File: src/common/vec_pkg.sv
package vec_pkg;

  ////////////////////////////////////////////////////////////////////////////
  // Widths
  localparam int DATA_W = 12;  // Accumulator and scratch word width
  localparam int PC_W = 12;    // Program address width
  localparam int REG_AW = 2;   // Register port address width
  localparam int REG_DW = 32;  // Register port data width

  ////////////////////////////////////////////////////////////////////////////
  // Full-byte opcodes (single word unless noted)
  localparam logic [7:0] OP_SELECT_ALT = 8'h57;
  localparam logic [7:0] OP_MULTIPLY_STEP = 8'hE3;
  localparam logic [7:0] OP_PREV_ADDR_ADD = 8'hE7;
  localparam logic [7:0] OP_PREV_ADDR_SUBTRACT = 8'hE8;
  localparam logic [7:0] OP_PREV_ADDR_LOAD = 8'hEA;
  localparam logic [7:0] OP_PREV_ADDR_STORE = 8'hEC;
  localparam logic [7:0] OP_DRAW_VECTOR = 8'hEE;
  localparam logic [7:0] OP_BYTE_ADD_IMM = 8'h20;  // Second byte follows
  localparam logic [7:0] OP_BYTE_SUB_IMM = 8'h30;  // Second byte follows

  // Nibble operators in bits 7..4, operand nibble in bits 3..0
  localparam logic [3:0] NIB_LOAD_PAGE = 4'h1;
  localparam logic [3:0] NIB_ADD_IMM = 4'h2;
  localparam logic [3:0] NIB_SUB_IMM = 4'h3;
  localparam logic [3:0] NIB_PAGED_ADD = 4'h6;
  localparam logic [3:0] NIB_PAGED_SUB = 4'h7;
  localparam logic [3:0] NIB_LOAD_IMM = 4'h8;
  localparam logic [3:0] NIB_PAGED_STORE = 4'h9;
  localparam logic [3:0] NIB_PAGED_LOAD = 4'hA;
  // Wide-operand operator sits in bits 3..0
  localparam logic [3:0] NIB_PROG_ADDR_IMM = 4'h0;

  ////////////////////////////////////////////////////////////////////////////
  // Reset values
  localparam logic [PC_W-1:0] PC_RESET = 12'h000;
  localparam logic [DATA_W-1:0] ACC_RESET = 12'h000;

  // Register port indices
  localparam logic [REG_AW-1:0] REG_CTRL = 2'h0;
  localparam logic [REG_AW-1:0] REG_FLAGS = 2'h1;
  localparam logic [REG_AW-1:0] REG_ACCS = 2'h2;
  localparam logic [REG_AW-1:0] REG_ADDRS = 2'h3;
  localparam int CTRL_RUN_BIT = 0;

  ////////////////////////////////////////////////////////////////////////////
  // Types
  typedef enum logic [1:0] {ALU_PASS, ALU_ADD, ALU_SUB} alu_op_t;
  typedef enum logic [1:0] {FMT_NONE, FMT_NIBBLE, FMT_BYTE, FMT_WIDE} fmt_t;
  typedef enum logic [2:0] {
    ST_FETCH, ST_WAIT, ST_DECODE, ST_WAIT2, ST_OPERAND, ST_RAM_WAIT, ST_EXEC
  } state_t;

endpackage

File: src/design/vector_decode_core.sv
`timescale 1ns/10ps
// Summary of operation
// - Format 1: whole opcode byte, operand ignored
// - Format 2: top operand nibble, 4-bit operator
// - Format 3: fetch second byte as operand
// - Format 4: partial with nibble, finish with byte
// - Words split into high, middle, low nibbles
// - Negative flag follows accumulator MSB
// - Shift-out flag and vector-busy flag kept
// - Equal, less-than and carry flags kept
// - Alternate accumulator for next instruction only
// - Paged load from page and nibble address
// - Previous-address load reuses scratch address
// - Nibble load-immediate fills top, clears rest
// - Paged store keeps negative flag
// - Previous-address store leaves flags alone
// - Paged or previous add, sets negative, carry
// - Nibble add-immediate sets negative and carry
// - Zero nibble means operand in next byte
// - Byte add-immediate adds second byte
// - Multiply step shifts both, conditional add
// - Paged or previous subtract, negative, carry
// - Nibble subtract-immediate sets negative flag
// - Byte subtract-immediate sets negative, carry
// - Page register holds high address bits
module vector_decode_core
  import vec_pkg::*;
#(
  parameter int PAGE_W = 4  // High part of a paged scratch address
) (
  input wire logic clk,
  input wire logic nrst,
  input wire logic [REG_AW-1:0] reg_addr,
  input wire logic [REG_DW-1:0] reg_wdata,
  input wire logic reg_wr,
  input wire logic reg_rd,
  output logic [REG_DW-1:0] reg_rdata_q,
  output logic [PC_W-1:0] rom_addr_q,
  output logic rom_rd_q,
  input wire logic [7:0] rom_rdata,
  output logic [PAGE_W+3:0] ram_addr_q,
  output logic ram_rd_q,
  output logic ram_wr_q,
  output logic [DATA_W-1:0] ram_wdata_q,
  input wire logic [DATA_W-1:0] ram_rdata,
  input wire logic vector_done,
  output logic [DATA_W-1:0] acc_primary_q,
  output logic [DATA_W-1:0] acc_alt_q,
  output logic negative_flag_q,
  output logic carry_flag_q,
  output logic equal_flag_q,
  output logic less_than_flag_q,
  output logic right_shift_flag_q,
  output logic vector_in_process_flag_q,
  output logic [PC_W-1:0] pc_q,
  output logic [PC_W-1:0] prog_addr_q
);

  // Address must at least hold the page and stay byte-sized
  if (PAGE_W < 1 || PAGE_W > 4) begin : g_bad_page
    $error("PAGE_W must lie between 1 and 4");
  end

  ////////////////////////////////////////////////////////////////////////////
  // Classify a first instruction byte into its format
  function automatic fmt_t fmt_of(input logic [7:0] b);
    fmt_t f;
    f = FMT_NONE;
    // Zero operand nibble on add/sub immediates flags a second byte
    if (b == OP_BYTE_ADD_IMM || b == OP_BYTE_SUB_IMM) begin
      f = FMT_BYTE;
    end else if (b[7:4] inside {NIB_LOAD_PAGE, NIB_ADD_IMM, NIB_SUB_IMM,
                                NIB_PAGED_ADD, NIB_PAGED_SUB, NIB_LOAD_IMM,
                                NIB_PAGED_STORE, NIB_PAGED_LOAD}) begin
      f = FMT_NIBBLE;
    end else if (b[3:0] == NIB_PROG_ADDR_IMM) begin
      f = FMT_WIDE;
    end
    return f;
  endfunction

  // Nibble-format opcodes that read a paged scratch word
  function automatic logic paged_read(input logic [7:0] b);
    return b[7:4] inside {NIB_PAGED_LOAD, NIB_PAGED_ADD, NIB_PAGED_SUB};
  endfunction

  // Single-word opcodes that reuse the held scratch address
  function automatic logic prev_read(input logic [7:0] b);
    return b inside {OP_PREV_ADDR_LOAD, OP_PREV_ADDR_ADD,
                     OP_PREV_ADDR_SUBTRACT, OP_MULTIPLY_STEP};
  endfunction

  ////////////////////////////////////////////////////////////////////////////
  // State
  state_t state_q;
  logic [7:0] ir_q;            // Instruction register
  logic [7:0] dar_q;           // Data and address register
  fmt_t fmt_q;                 // Format of the held instruction
  logic [PAGE_W-1:0] page_q;   // Page register
  logic alt_pend_q;            // Last decoded byte was the select
  logic use_alt_q;             // Current instruction uses alternate
  logic run_q;                 // Software run enable
  fmt_t dec_fmt;               // Format of the byte arriving now
  logic [DATA_W-1:0] target;   // Selected accumulator

  assign dec_fmt = fmt_of(rom_rdata);
  assign target = use_alt_q ? acc_alt_q : acc_primary_q;

  ////////////////////////////////////////////////////////////////////////////
  // Register port: run bit in, state out, data one cycle after strobe
  always_ff @(posedge clk) begin
    if (!nrst) begin
      run_q <= 1'b0;
    end else if (reg_wr && reg_addr == REG_CTRL) begin
      run_q <= reg_wdata[CTRL_RUN_BIT];
    end
  end

  always_ff @(posedge clk) begin
    if (!nrst) begin
      reg_rdata_q <= '0;
    end else if (reg_rd) begin
      case (reg_addr)
        REG_CTRL: reg_rdata_q <= {31'h0000_0000, run_q};
        REG_FLAGS: begin
          reg_rdata_q <= {26'h000_0000, vector_in_process_flag_q,
                          right_shift_flag_q, negative_flag_q, carry_flag_q,
                          less_than_flag_q, equal_flag_q};
        end
        REG_ACCS: reg_rdata_q <= {8'h00, acc_alt_q, acc_primary_q};
        default: reg_rdata_q <= {8'h00, prog_addr_q, pc_q};
      endcase
    end else begin
      // Data stand only in the cycle after the strobe
      reg_rdata_q <= '0;
    end
  end

  ////////////////////////////////////////////////////////////////////////////
  // Sequencer: fetch, decode, optional second byte, optional scratch read
  always_ff @(posedge clk) begin
    if (!nrst) begin
      state_q <= ST_FETCH;
      pc_q <= PC_RESET;
      rom_addr_q <= PC_RESET;
      rom_rd_q <= 1'b0;
      ram_addr_q <= '0;
      ram_rd_q <= 1'b0;
      ram_wr_q <= 1'b0;
      ram_wdata_q <= '0;
      ir_q <= 8'h00;
      dar_q <= 8'h00;
      fmt_q <= FMT_NONE;
      page_q <= '0;
      prog_addr_q <= PC_RESET;
    end else begin
      // Memory strobes are single-cycle pulses
      rom_rd_q <= 1'b0;
      ram_rd_q <= 1'b0;
      ram_wr_q <= 1'b0;
      case (state_q)
        ST_FETCH: begin
          // Finish the instruction in flight before honouring a stop
          if (run_q) begin
            rom_addr_q <= pc_q;
            rom_rd_q <= 1'b1;
            pc_q <= pc_q + 12'h001;
            state_q <= ST_WAIT;
          end
        end
        ST_WAIT: begin
          state_q <= ST_DECODE;
        end
        ST_DECODE: begin
          ir_q <= rom_rdata;
          fmt_q <= dec_fmt;
          state_q <= ST_FETCH;
          case (dec_fmt)
            FMT_BYTE, FMT_WIDE: begin
              // Second byte of the instruction, counted like any fetch
              rom_addr_q <= pc_q;
              rom_rd_q <= 1'b1;
              pc_q <= pc_q + 12'h001;
              state_q <= ST_WAIT2;
              if (dec_fmt == FMT_WIDE) begin
                // Top four bits of the wide operand land now
                prog_addr_q[11:8] <= rom_rdata[7:4];
              end
            end
            FMT_NIBBLE: begin
              // Operand sits in the top of the data register
              dar_q <= {rom_rdata[3:0], 4'h0};
              if (rom_rdata[7:4] == NIB_LOAD_PAGE) begin
                page_q <= rom_rdata[PAGE_W-1:0];
              end else if (rom_rdata[7:4] == NIB_PAGED_STORE) begin
                ram_addr_q <= {page_q, rom_rdata[3:0]};
                ram_wdata_q <= alt_pend_q ? acc_alt_q : acc_primary_q;
                ram_wr_q <= 1'b1;
              end else if (paged_read(rom_rdata)) begin
                ram_addr_q <= {page_q, rom_rdata[3:0]};
                ram_rd_q <= 1'b1;
                state_q <= ST_RAM_WAIT;
              end else begin
                state_q <= ST_EXEC;
              end
            end
            default: begin
              // Whole byte is the operation; data register untouched
              if (rom_rdata == OP_PREV_ADDR_STORE) begin
                ram_wdata_q <= alt_pend_q ? acc_alt_q : acc_primary_q;
                ram_wr_q <= 1'b1;
              end else if (prev_read(rom_rdata)) begin
                // Scratch address stays as the last access left it
                ram_rd_q <= 1'b1;
                state_q <= ST_RAM_WAIT;
              end
            end
          endcase
        end
        ST_WAIT2: begin
          state_q <= ST_OPERAND;
        end
        ST_OPERAND: begin
          dar_q <= rom_rdata;
          if (fmt_q == FMT_WIDE) begin
            prog_addr_q[7:0] <= rom_rdata;
            state_q <= ST_FETCH;
          end else begin
            state_q <= ST_EXEC;
          end
        end
        ST_RAM_WAIT: begin
          state_q <= ST_EXEC;
        end
        default: begin
          state_q <= ST_FETCH;
        end
      endcase
    end
  end

  ////////////////////////////////////////////////////////////////////////////
  // Alternate accumulator lasts for exactly one following instruction
  always_ff @(posedge clk) begin
    if (!nrst) begin
      alt_pend_q <= 1'b0;
      use_alt_q <= 1'b0;
    end else if (state_q == ST_DECODE) begin
      alt_pend_q <= (rom_rdata == OP_SELECT_ALT);
      use_alt_q <= alt_pend_q;
    end
  end

  ////////////////////////////////////////////////////////////////////////////
  // Execution decode of the held instruction
  alu_op_t alu_op;
  logic [DATA_W-1:0] alu_a;
  logic [DATA_W-1:0] alu_b;
  logic [DATA_W-1:0] alu_res;
  logic alu_carry;
  logic alu_eq;
  logic alu_lt;
  logic wr_acc;     // Result goes to the selected accumulator
  logic upd_neg;    // Negative flag follows the result
  logic upd_cy;     // Carry flag follows the adder
  logic upd_cmp;    // Equal and less-than follow the comparator
  logic is_mul;     // Multiply step in progress
  logic mul_out;    // Bit shifted out of the primary accumulator
  logic [DATA_W-1:0] alt_shift;

  assign mul_out = acc_primary_q[0];
  assign alt_shift = {acc_alt_q[DATA_W-1], acc_alt_q[DATA_W-1:1]};

  always_comb begin
    alu_op = ALU_PASS;
    alu_a = target;
    alu_b = ram_rdata;
    wr_acc = 1'b0;
    upd_neg = 1'b0;
    upd_cy = 1'b0;
    upd_cmp = 1'b0;
    is_mul = 1'b0;
    if (state_q == ST_EXEC) begin
      case (fmt_q)
        FMT_NIBBLE: begin
          wr_acc = 1'b1;
          upd_neg = 1'b1;
          case (ir_q[7:4])
            // High nibble gets the data, middle and low nibbles cleared
            NIB_LOAD_IMM: alu_b = {dar_q[7:4], 8'h00};
            NIB_ADD_IMM: begin
              alu_op = ALU_ADD;
              alu_b = {8'h00, dar_q[7:4]};
              upd_cy = 1'b1;
              upd_cmp = 1'b1;
            end
            NIB_SUB_IMM: begin
              alu_op = ALU_SUB;
              alu_b = {8'h00, dar_q[7:4]};
              upd_cmp = 1'b1;
            end
            NIB_PAGED_ADD: begin
              alu_op = ALU_ADD;
              upd_cy = 1'b1;
              upd_cmp = 1'b1;
            end
            NIB_PAGED_SUB: begin
              alu_op = ALU_SUB;
              upd_cy = 1'b1;
              upd_cmp = 1'b1;
            end
            default: ;  // Paged load passes the scratch word
          endcase
        end
        FMT_BYTE: begin
          // Byte immediates: whole second byte is the operand
          alu_op = (ir_q == OP_BYTE_ADD_IMM) ? ALU_ADD : ALU_SUB;
          alu_b = {4'h0, dar_q};
          wr_acc = 1'b1;
          upd_neg = 1'b1;
          upd_cy = 1'b1;
          upd_cmp = 1'b1;
        end
        FMT_NONE: begin
          case (ir_q)
            OP_PREV_ADDR_LOAD: begin
              wr_acc = 1'b1;
              upd_neg = 1'b1;
            end
            OP_PREV_ADDR_ADD, OP_PREV_ADDR_SUBTRACT: begin
              alu_op = (ir_q == OP_PREV_ADDR_ADD) ? ALU_ADD : ALU_SUB;
              wr_acc = 1'b1;
              upd_neg = 1'b1;
              upd_cy = 1'b1;
              upd_cmp = 1'b1;
            end
            OP_MULTIPLY_STEP: begin
              // Adder serves the shifted alternate; zero when nothing fell out
              is_mul = 1'b1;
              alu_op = ALU_ADD;
              alu_a = alt_shift;
              alu_b = mul_out ? ram_rdata : '0;
            end
            default: ;
          endcase
        end
        default: ;
      endcase
    end
  end

  alu_unit u_alu (
    .op(alu_op),
    .a(alu_a),
    .b(alu_b),
    .res(alu_res),
    .carry(alu_carry),
    .equal(alu_eq),
    .less(alu_lt)
  );

  ////////////////////////////////////////////////////////////////////////////
  // Accumulators
  always_ff @(posedge clk) begin
    if (!nrst) begin
      acc_primary_q <= ACC_RESET;
      acc_alt_q <= ACC_RESET;
    end else if (is_mul) begin
      // Both shift together; the alternate's low bit feeds the primary
      acc_primary_q <= {acc_alt_q[0], acc_primary_q[DATA_W-1:1]};
      acc_alt_q <= alu_res;
    end else if (wr_acc && use_alt_q) begin
      acc_alt_q <= alu_res;
    end else if (wr_acc) begin
      acc_primary_q <= alu_res;
    end
  end

  ////////////////////////////////////////////////////////////////////////////
  // Condition flags; stores and the select leave them alone
  always_ff @(posedge clk) begin
    if (!nrst) begin
      negative_flag_q <= 1'b0;
      carry_flag_q <= 1'b0;
      equal_flag_q <= 1'b0;
      less_than_flag_q <= 1'b0;
      right_shift_flag_q <= 1'b0;
    end else begin
      if (upd_neg || is_mul) begin
        negative_flag_q <= alu_res[DATA_W-1];
      end
      if (upd_cy) begin
        carry_flag_q <= alu_carry;
      end
      if (upd_cmp) begin
        equal_flag_q <= alu_eq;
        less_than_flag_q <= alu_lt;
      end
      if (is_mul) begin
        right_shift_flag_q <= mul_out;
      end
    end
  end

  // Vector busy: draw sets it, the display's done pulse clears; set wins
  always_ff @(posedge clk) begin
    if (!nrst) begin
      vector_in_process_flag_q <= 1'b0;
    end else if (state_q == ST_DECODE && rom_rdata == OP_DRAW_VECTOR) begin
      vector_in_process_flag_q <= 1'b1;
    end else if (vector_done) begin
      vector_in_process_flag_q <= 1'b0;
    end
  end

  logic in_dec;
  assign in_dec = (state_q == ST_DECODE);
endmodule // vector_decode_core

File: src/design/alu_unit.sv
`timescale 1ns/10ps
module alu_unit
  import vec_pkg::*;
(
  input alu_op_t op,
  input wire logic [DATA_W-1:0] a,
  input wire logic [DATA_W-1:0] b,
  output logic [DATA_W-1:0] res,
  output logic carry,
  output logic equal,
  output logic less
);

  // One extra bit holds the carry out
  logic [DATA_W:0] sum;

  ////////////////////////////////////////////////////////////////////////////
  // Sum, difference or plain pass of b
  always_comb begin
    sum = '0;
    case (op)
      ALU_ADD: begin
        sum = {1'b0, a} + {1'b0, b};
      end
      // Carry set means no borrow, as two's complement add of ~b
      ALU_SUB: begin
        sum = {1'b0, a} + {1'b0, ~b} + 13'h0001;
      end
      default: begin
        sum = {1'b0, b};
      end
    endcase
  end

  assign res = sum[DATA_W-1:0];
  assign carry = sum[DATA_W];
  // Magnitude compare, not signed: branch logic wants unsigned order
  assign equal = (a == b);
  assign less = (b < a);

endmodule // alu_unit

File: config.mk
export PLATFORM = sky130hd
export DESIGN_NAME = vector_decode_core
export DESIGN_NICKNAME = d
export VERILOG_FILES = /design/src/common/vec_pkg.sv /design/src/design/vector_decode_core.sv /design/src/design/alu_unit.sv
export SDC_FILE = /design/constraint.sdc
export NUM_CORES = 1
export LEC_CHECK = 0
export ABC_CLOCK_PERIOD_IN_PS = 5800
export BUFFER_PORTS_ARGS = -buffer_cell sky130_fd_sc_hd__buf_2
export CORE_MARGIN = 2
export CORE_UTILIZATION = 30
export DETAILED_ROUTE_END_ITERATION = 10
export PLACE_DENSITY_LB_ADDON = 0.05
export SYNTH_ARGS = -nofsm -noshare
export SYNTH_HDL_FRONTEND = slang
export SYNTH_SLANG_ARGS = --single-unit
File: constraint.sdc
create_clock -name clk -period 5.8 [get_ports clk]
set_input_delay 1.16 -clock clk [delete_from_list [all_inputs] [get_ports clk]]
set_output_delay 1.16 -clock clk [all_outputs]
set_load 0.05 [all_outputs]
Word-level counts from Yosys, hierarchy flattened
Index checks and enable logic that the tools add are counted.
{"block": "classes", "n_mux": 77, "n_eq_ne": 50, "n_bitwise": 3, "n_addsub": 4, "order_cmp": 1, "reduce_logical": 38}
{"operator": "$mux 12", "count": 20}
{"operator": "$pmux 12 s2", "count": 4}
{"operator": "$eq 8x8->1 const B", "count": 10}
{"operator": "$pmux 24 s3", "count": 1}
{"operator": "$pmux 12 s3", "count": 1}
{"operator": "$add 12x12->13", "count": 2}
{"operator": "$pmux 13 s2", "count": 1}
{"operator": "$eq 8x6->1 const B", "count": 3}
{"operator": "$mux 8", "count": 3}
{"operator": "$mux 1", "count": 22}
{"operator": "$mux 3", "count": 6}
{"operator": "$pmux 3 s6", "count": 1}
{"operator": "$eq 4x2->1 const B", "count": 4}
{"operator": "$eq 4x3->1 const B", "count": 4}
{"operator": "$eq 4x4->1 const B", "count": 4}
{"operator": "$pmux 8 s2", "count": 1}
{"operator": "$mux 2", "count": 7}
{"operator": "$reduce_bool 2->1", "count": 7}
{"operator": "$add 13x1->13 const B", "count": 1}
{"operator": "$add 12x1->12 const B", "count": 1}
{"operator": "$eq 12x12->1", "count": 1}
{"operator": "$eq 2x2->1 const B", "count": 6}
{"operator": "$lt 12x12->1", "count": 1}
{"operator": "$not 12->12", "count": 1}
{"operator": "29 further kinds", "count": 61}
{"block": "word_totals", "in_bits": 59, "regBits": 149, "word_cells": 199, "out_inout_bits": 121}

Depth between registers and ports, before layout
{"block": "logic_depth", "depth_word": 12, "mapped_depth": 17, "mapped_depth_nobuf": 16}

Hierarchy
From an unflattened synthesis, not the netlist that was laid out.
{"block": "unflattened", "cells_unflattened": 1021, "area_unflattened_um2": 8441.8}
{"module": "vector_decode_core", "area_per_inst_um2": 6700.2, "seq_area_each_um2": 2822.7, "instances": 1, "cells_each": 771}
{"module": "alu_unit", "area_per_inst_um2": 1741.7, "seq_area_each_um2": 0.0, "instances": 1, "cells_each": 250}

Least setup slack after synthesis
Ideal clock, no wire load.
{"block": "synth_timing", "kind": "reg-to-reg", "from": "register ir_q[4]", "to": "register acc_primary_q[9]", "setup_time_ps": 139, "path_stages_with_launch": 15, "t_arrival_ps": 4054, "required_ps": 5661, "n_path_buf": 1, "setup_slack_ps": 1608, "period_less_slack_ps": 4192, "cell_sequence": "dfxtp_1 -> and4b_1 -> or4b_1 -> a221o_1 -> buf_6 -> a22oi_2 -> inv_1 -> ha_1 -> nand2b_1 -> a2111o_1 -> and3_1 -> o41ai_1 -> mux2_2 -> a222oi_1 -> a221oi_1"}
{"block": "synth_between", "elab_chain_len": 12, "word_cells_on_any_way": 48, "cone_classes": "add/sub (3); eq/ne (13); mux (23); bitwise (1); reduce/logical (8)"}
{"element": "start, declared", "line": "vector_decode_core.sv:96", "text": "logic [7:0] ir_q;"}
{"element": "start signal, assigned", "line": "vector_decode_core.sv:175", "text": "ir_q <= rom_rdata;"}
{"element": "$eq 4x2->1", "line": "vector_decode_core.sv:288", "text": "case (ir_q[7:4])"}
{"element": "$reduce_or 2->1 (no source line)"}
{"element": "$pmux 12 s2", "line": "vector_decode_core.sv:288"}
{"element": "$pmux 12 s3", "line": "vector_decode_core.sv:284", "text": "case (fmt_q)"}
{"element": "$mux 12", "line": "vector_decode_core.sv:283", "text": "if (state_q == ST_EXEC) begin"}
{"element": "$not 12->12", "line": "alu_unit.sv:27", "text": "sum = {1'b0, a} + {1'b0, ~b} + 13'h0001;"}
{"element": "$add 12x12->13", "line": "alu_unit.sv:27"}
{"element": "$add 13x1->13", "line": "alu_unit.sv:27"}
{"element": "$pmux 13 s2", "line": "alu_unit.sv:21", "text": "case (op)"}
{"element": "$mux 12", "line": "vector_decode_core.sv:374", "text": "end else if (wr_acc) begin"}
{"element": "$mux 12", "line": "vector_decode_core.sv:372", "text": "end else if (wr_acc && use_alt_q) begin"}
{"element": "$mux 12", "line": "vector_decode_core.sv:368", "text": "end else if (is_mul) begin"}
{"element": "end signal, assigned", "line": "vector_decode_core.sv:370", "text": "acc_primary_q <= {acc_alt_q[0], acc_primary_q[DATA_W-1:1]};"}
{"element": "end signal, assigned", "line": "vector_decode_core.sv:375", "text": "acc_primary_q <= alu_res;"}
{"element": "end, declared", "line": "vector_decode_core.sv:47", "text": "output logic [DATA_W-1:0] acc_primary_q,"}
Several ways; a longest one is shown, not always the timed one. The select of a mux whose other input is x is not followed.
A chain may end at the register's enable or synchronous reset.

Final worst setup path
Same ends and word-level chain as after synthesis.

==> out/metrics.yaml <==
die:
  die-area_um2: 29110
  core_region_area_um2: 27100
  rows: 60
  fp.dieH_um: 170.6
  initial_utilization_pct: 30.73
  die-width_um: 170.6
  ios: 180
detailed_routing:
  ant_nets: 0
  drtIter0Drc: 440
  vias: 7760
  drc: 0
  wl_per_cell_um: 19.66
  via_per_inst: 5.085
  firstDrtPassIters: 6
  routed_wl_um: 30000
layout:
  diodes: 0
  multi_input_comb_area_um2: 4956
  final_net_count: 1245
  final_core_util_pct: 36.19
  final_common_cell: "dfxtp_1"
  regArea_um2: 2823
  area_growth_pct: 17.76
  layout-drive-gt1-share_pct: 17.76
  fillCellCount: 2941
  most-common-layout-cells: "dfxtp_1, buf_2, nor2_1"
yosys:
  synthDistinctLibCells: 77
  synth.cell_area_um2: 8329
  synth_flop_cell: "dfxtp_1"
  synthArstFlopShare_pct: 0
  syn_area_per_cell_um2: 7.994
  synthTopCellsByArea: "dfxtp_1, mux2i_1, ha_1, nor2_1, nand2_1"
  synthCells: 1042
  ys_warn_count: 0
  synth_top_area_cell: "dfxtp_1"
  netlist.area_leader.share_pct: 33.89
  synth_edf_count: 0
  seq_area_frac_synth_pct: 33.89
  ys_seq_elements: 141
grt:
  grt_pass1_wl_um: 46010
  track_usage_pct: 20.77
  grt-ovfl-total: 0
  grt_pass1_vias: 7457
  antenna_found_initial: 0
  grt_max_degree: 46
flow_run:
  maxCapViolations: 0
sta:
  min_period_ps: 4997
  finClkSkew_ps: 14.70
  worst_slew_pin_slew_ps: 1019
  hold_viol: 0
  tns_ps: 0
  maxSlewViolCount: 0
  grt_setup_unrepaired: "no"
  timing.hold.ws_ps: 471.5
  maxSlewHeadroom_pct: 31.77
  fmax_mhz: 200.1
  period_share_pct: 86.16
  setup_viol_count_final: 0
critical_path:
  r2r_cells: 13
  critPathKind: "reg2reg"
  worst_path_max_delay_cell: "a221o_1"
  cp-endpoint: "acc_primary_q[9]$_SDFFE_PN0P_"
  reg2reg_slack_ps: 800
  path_cells: "and4b_1, or4b_1, a221o_1, a22oi_2, inv_1, ha_1, nand2b_1, a2111o_1, and3_1, o41ai_1, mux2_2, a222oi_1, a221oi_1"
  reg2reg_from: "ir_q[4]$_SDFFE_PN0P_"
  cp_max_fo: 12
  end_kind: "flop"
  worst_setup_path_start_kind: "flop"
  max_stage_delay_ps: 520
  regToRegEndpoint: "acc_primary_q[9]$_SDFFE_PN0P_"
  cp.required_ps: 6080
  arrival_ps: 5280
  worstSetupStartpoint: "ir_q[4]$_SDFFE_PN0P_"
pwr:
  clkPwrFrac_pct: 48.3
  sw_frac_of_total_pct: 27.12
  p_comb_share_pct: 6.8
  p_switching_mw: 0.5852
  p_seq_share_pct: 45.0
  p_per_area_nw_per_um2: 220.0
  p_int_mw: 1.572
  p_leak_nw: 4.206
  ir_drop_mv: 0.1368
  p_total_mw: 2.158
outcome:
  status: "finished, final reports clean"
clock_network:
  worstSkewPairLatency_ps: 420
  htreeDepth: 4
  cts.repair.resized: 0
  cts_tree: "yes"
  clock_sinks: 141
  cts_buffers: 17
  clockRootBuffer: "clkbuf_16"
  path_clk_slew_ps: 70
  post-cts-setup-buffers: 0
  hold_buffers: 0
  clk_path_buf_depth: 2
placement:
  hpwl_um: 22580
  gp_congestion: 0.7995
  portBuffers: 140
min_path:
  hold_class: "reg2reg"
power groups by stage:
| stage | registers [mW] | clock network (mW) | logic, mW |
|---|---|---|---|
| after CTS | 0.970 | 1.07 | 0.147 |
| after detailed placement | 0.993 | 0 | 0.147 |
| after global placement | 0.993 | 0 | 0.146 |
| after global routing | 0.970 | 1.12 | 0.161 |
| after floorplan | 0.994 | 0 | 0.105 |
| final | 0.970 | 1.04 | 0.146 |
cell families after synthesis:
family          after synthesis  share of synthesized area [%]
compound gates              260                          20.54
xor+xnor                     15                          1.577
fa+ha+maj                    45                          6.940
buf+inv                     138                          7.030
flops                       141                          33.89
mux                          78                          9.644
other cells                   1                        0.04502
simple gates                364                          20.34
layout make-up:
type | instances | share of cell area, %
inverters | 59 | 2.258
repair buffers | 152 | 8.062
flip-flops and latches | 141 | 28.78
multi-input cells | 770 | 50.53
clock buffers | 18 | 4.376
clock inverters | 14 | 1.250
well taps | 372 | 4.745
stage by stage:
step	cells	area (um^2)	worst slack (ps)
6_report	1526	9808	802.7
2_1_floorplan	1049	8356	1608
3_3_place_gp	1494	9256	843.2
5_1_grt	1526	9808	526.4
4_1_cts	1526	9808	801.4
3_5_place_dp	1494	9256	828.8
flip-flops by register name, summed over array words and instances (netlist names), 2 cells and up:
register       flops
reg_rdata_q       24
acc_alt_q         12
acc_primary_q     12
pc_q              12
prog_addr_q       12
ram_wdata_q       12
rom_addr_q        12
dar_q              8
ir_q               8
ram_addr_q         8
page_q             4
state_q            3
fmt_q              2
cell usage after synthesis, drive strengths merged, types with 4 or more instances:
| cell type | n |
|---|---|
| dfxtp | 141 |
| nor2 | 129 |
| nand2 | 109 |
| a21oi | 77 |
| mux2i | 69 |
| clkbuf | 59 |
| inv | 59 |
| o21ai | 49 |
| ha | 43 |
| nand3 | 24 |
| buf | 20 |
| a211oi | 17 |
| a21o | 16 |
| nor3 | 16 |
| a22oi | 12 |
| a31oi | 11 |
| nand4 | 11 |
| nor2b | 11 |
| a311oi | 9 |
| xor2 | 9 |
| and2 | 8 |
| mux2 | 8 |
| nand2b | 8 |
| o211ai | 7 |
| o22ai | 7 |
| and3 | 6 |
| nand3b | 6 |
| or3 | 6 |
| xnor2 | 6 |
| a32o | 5 |
| and4 | 5 |
| nor3b | 5 |
| o221ai | 5 |
| or4 | 5 |
| a22o | 4 |
| and4b | 4 |
| nor4 | 4 |
| o31ai | 4 |
per-layer routing:
metal	routed length [um]	up-vias	share of wire (%)	track usage, %
met5	0	-	0	0
li1	-	3871	-	-
met1	14130	3693	47	28.46
met4	478	0	1.6	5.277
met3	1198	27	4.0	2.799
met2	14190	169	47	34.34
worst max-delay path: cells and delay by family (launching register included):
kind	cells	cell delay [ps]
AOI/OAI and AO/OA	6	2350
muxes	1	380
DFF	1	380
and+or+nand+nor	4	1220
buffers and inverters	1	160
adders and majority gates	1	340
worst min-delay path by stage:
stage | from | end | slack [ps] | cells after the start
2_1_floorplan | dar_q[1]$_SDFFE_PN0P_ | dar_q[1]$_SDFFE_PN0P_ | 450 | 2
3_3_place_gp | dar_q[2]$_SDFFE_PN0P_ | dar_q[2]$_SDFFE_PN0P_ | 460 | 2
3_5_place_dp | dar_q[3]$_SDFFE_PN0P_ | dar_q[3]$_SDFFE_PN0P_ | 460 | 2
4_1_cts | dar_q[3]$_SDFFE_PN0P_ | dar_q[3]$_SDFFE_PN0P_ | 470 | 2
5_1_grt | dar_q[3]$_SDFFE_PN0P_ | dar_q[3]$_SDFFE_PN0P_ | 490 | 2
6_report | dar_q[0]$_SDFFE_PN0P_ | dar_q[0]$_SDFFE_PN0P_ | 470 | 2
(Power assumes the default switching activity.)
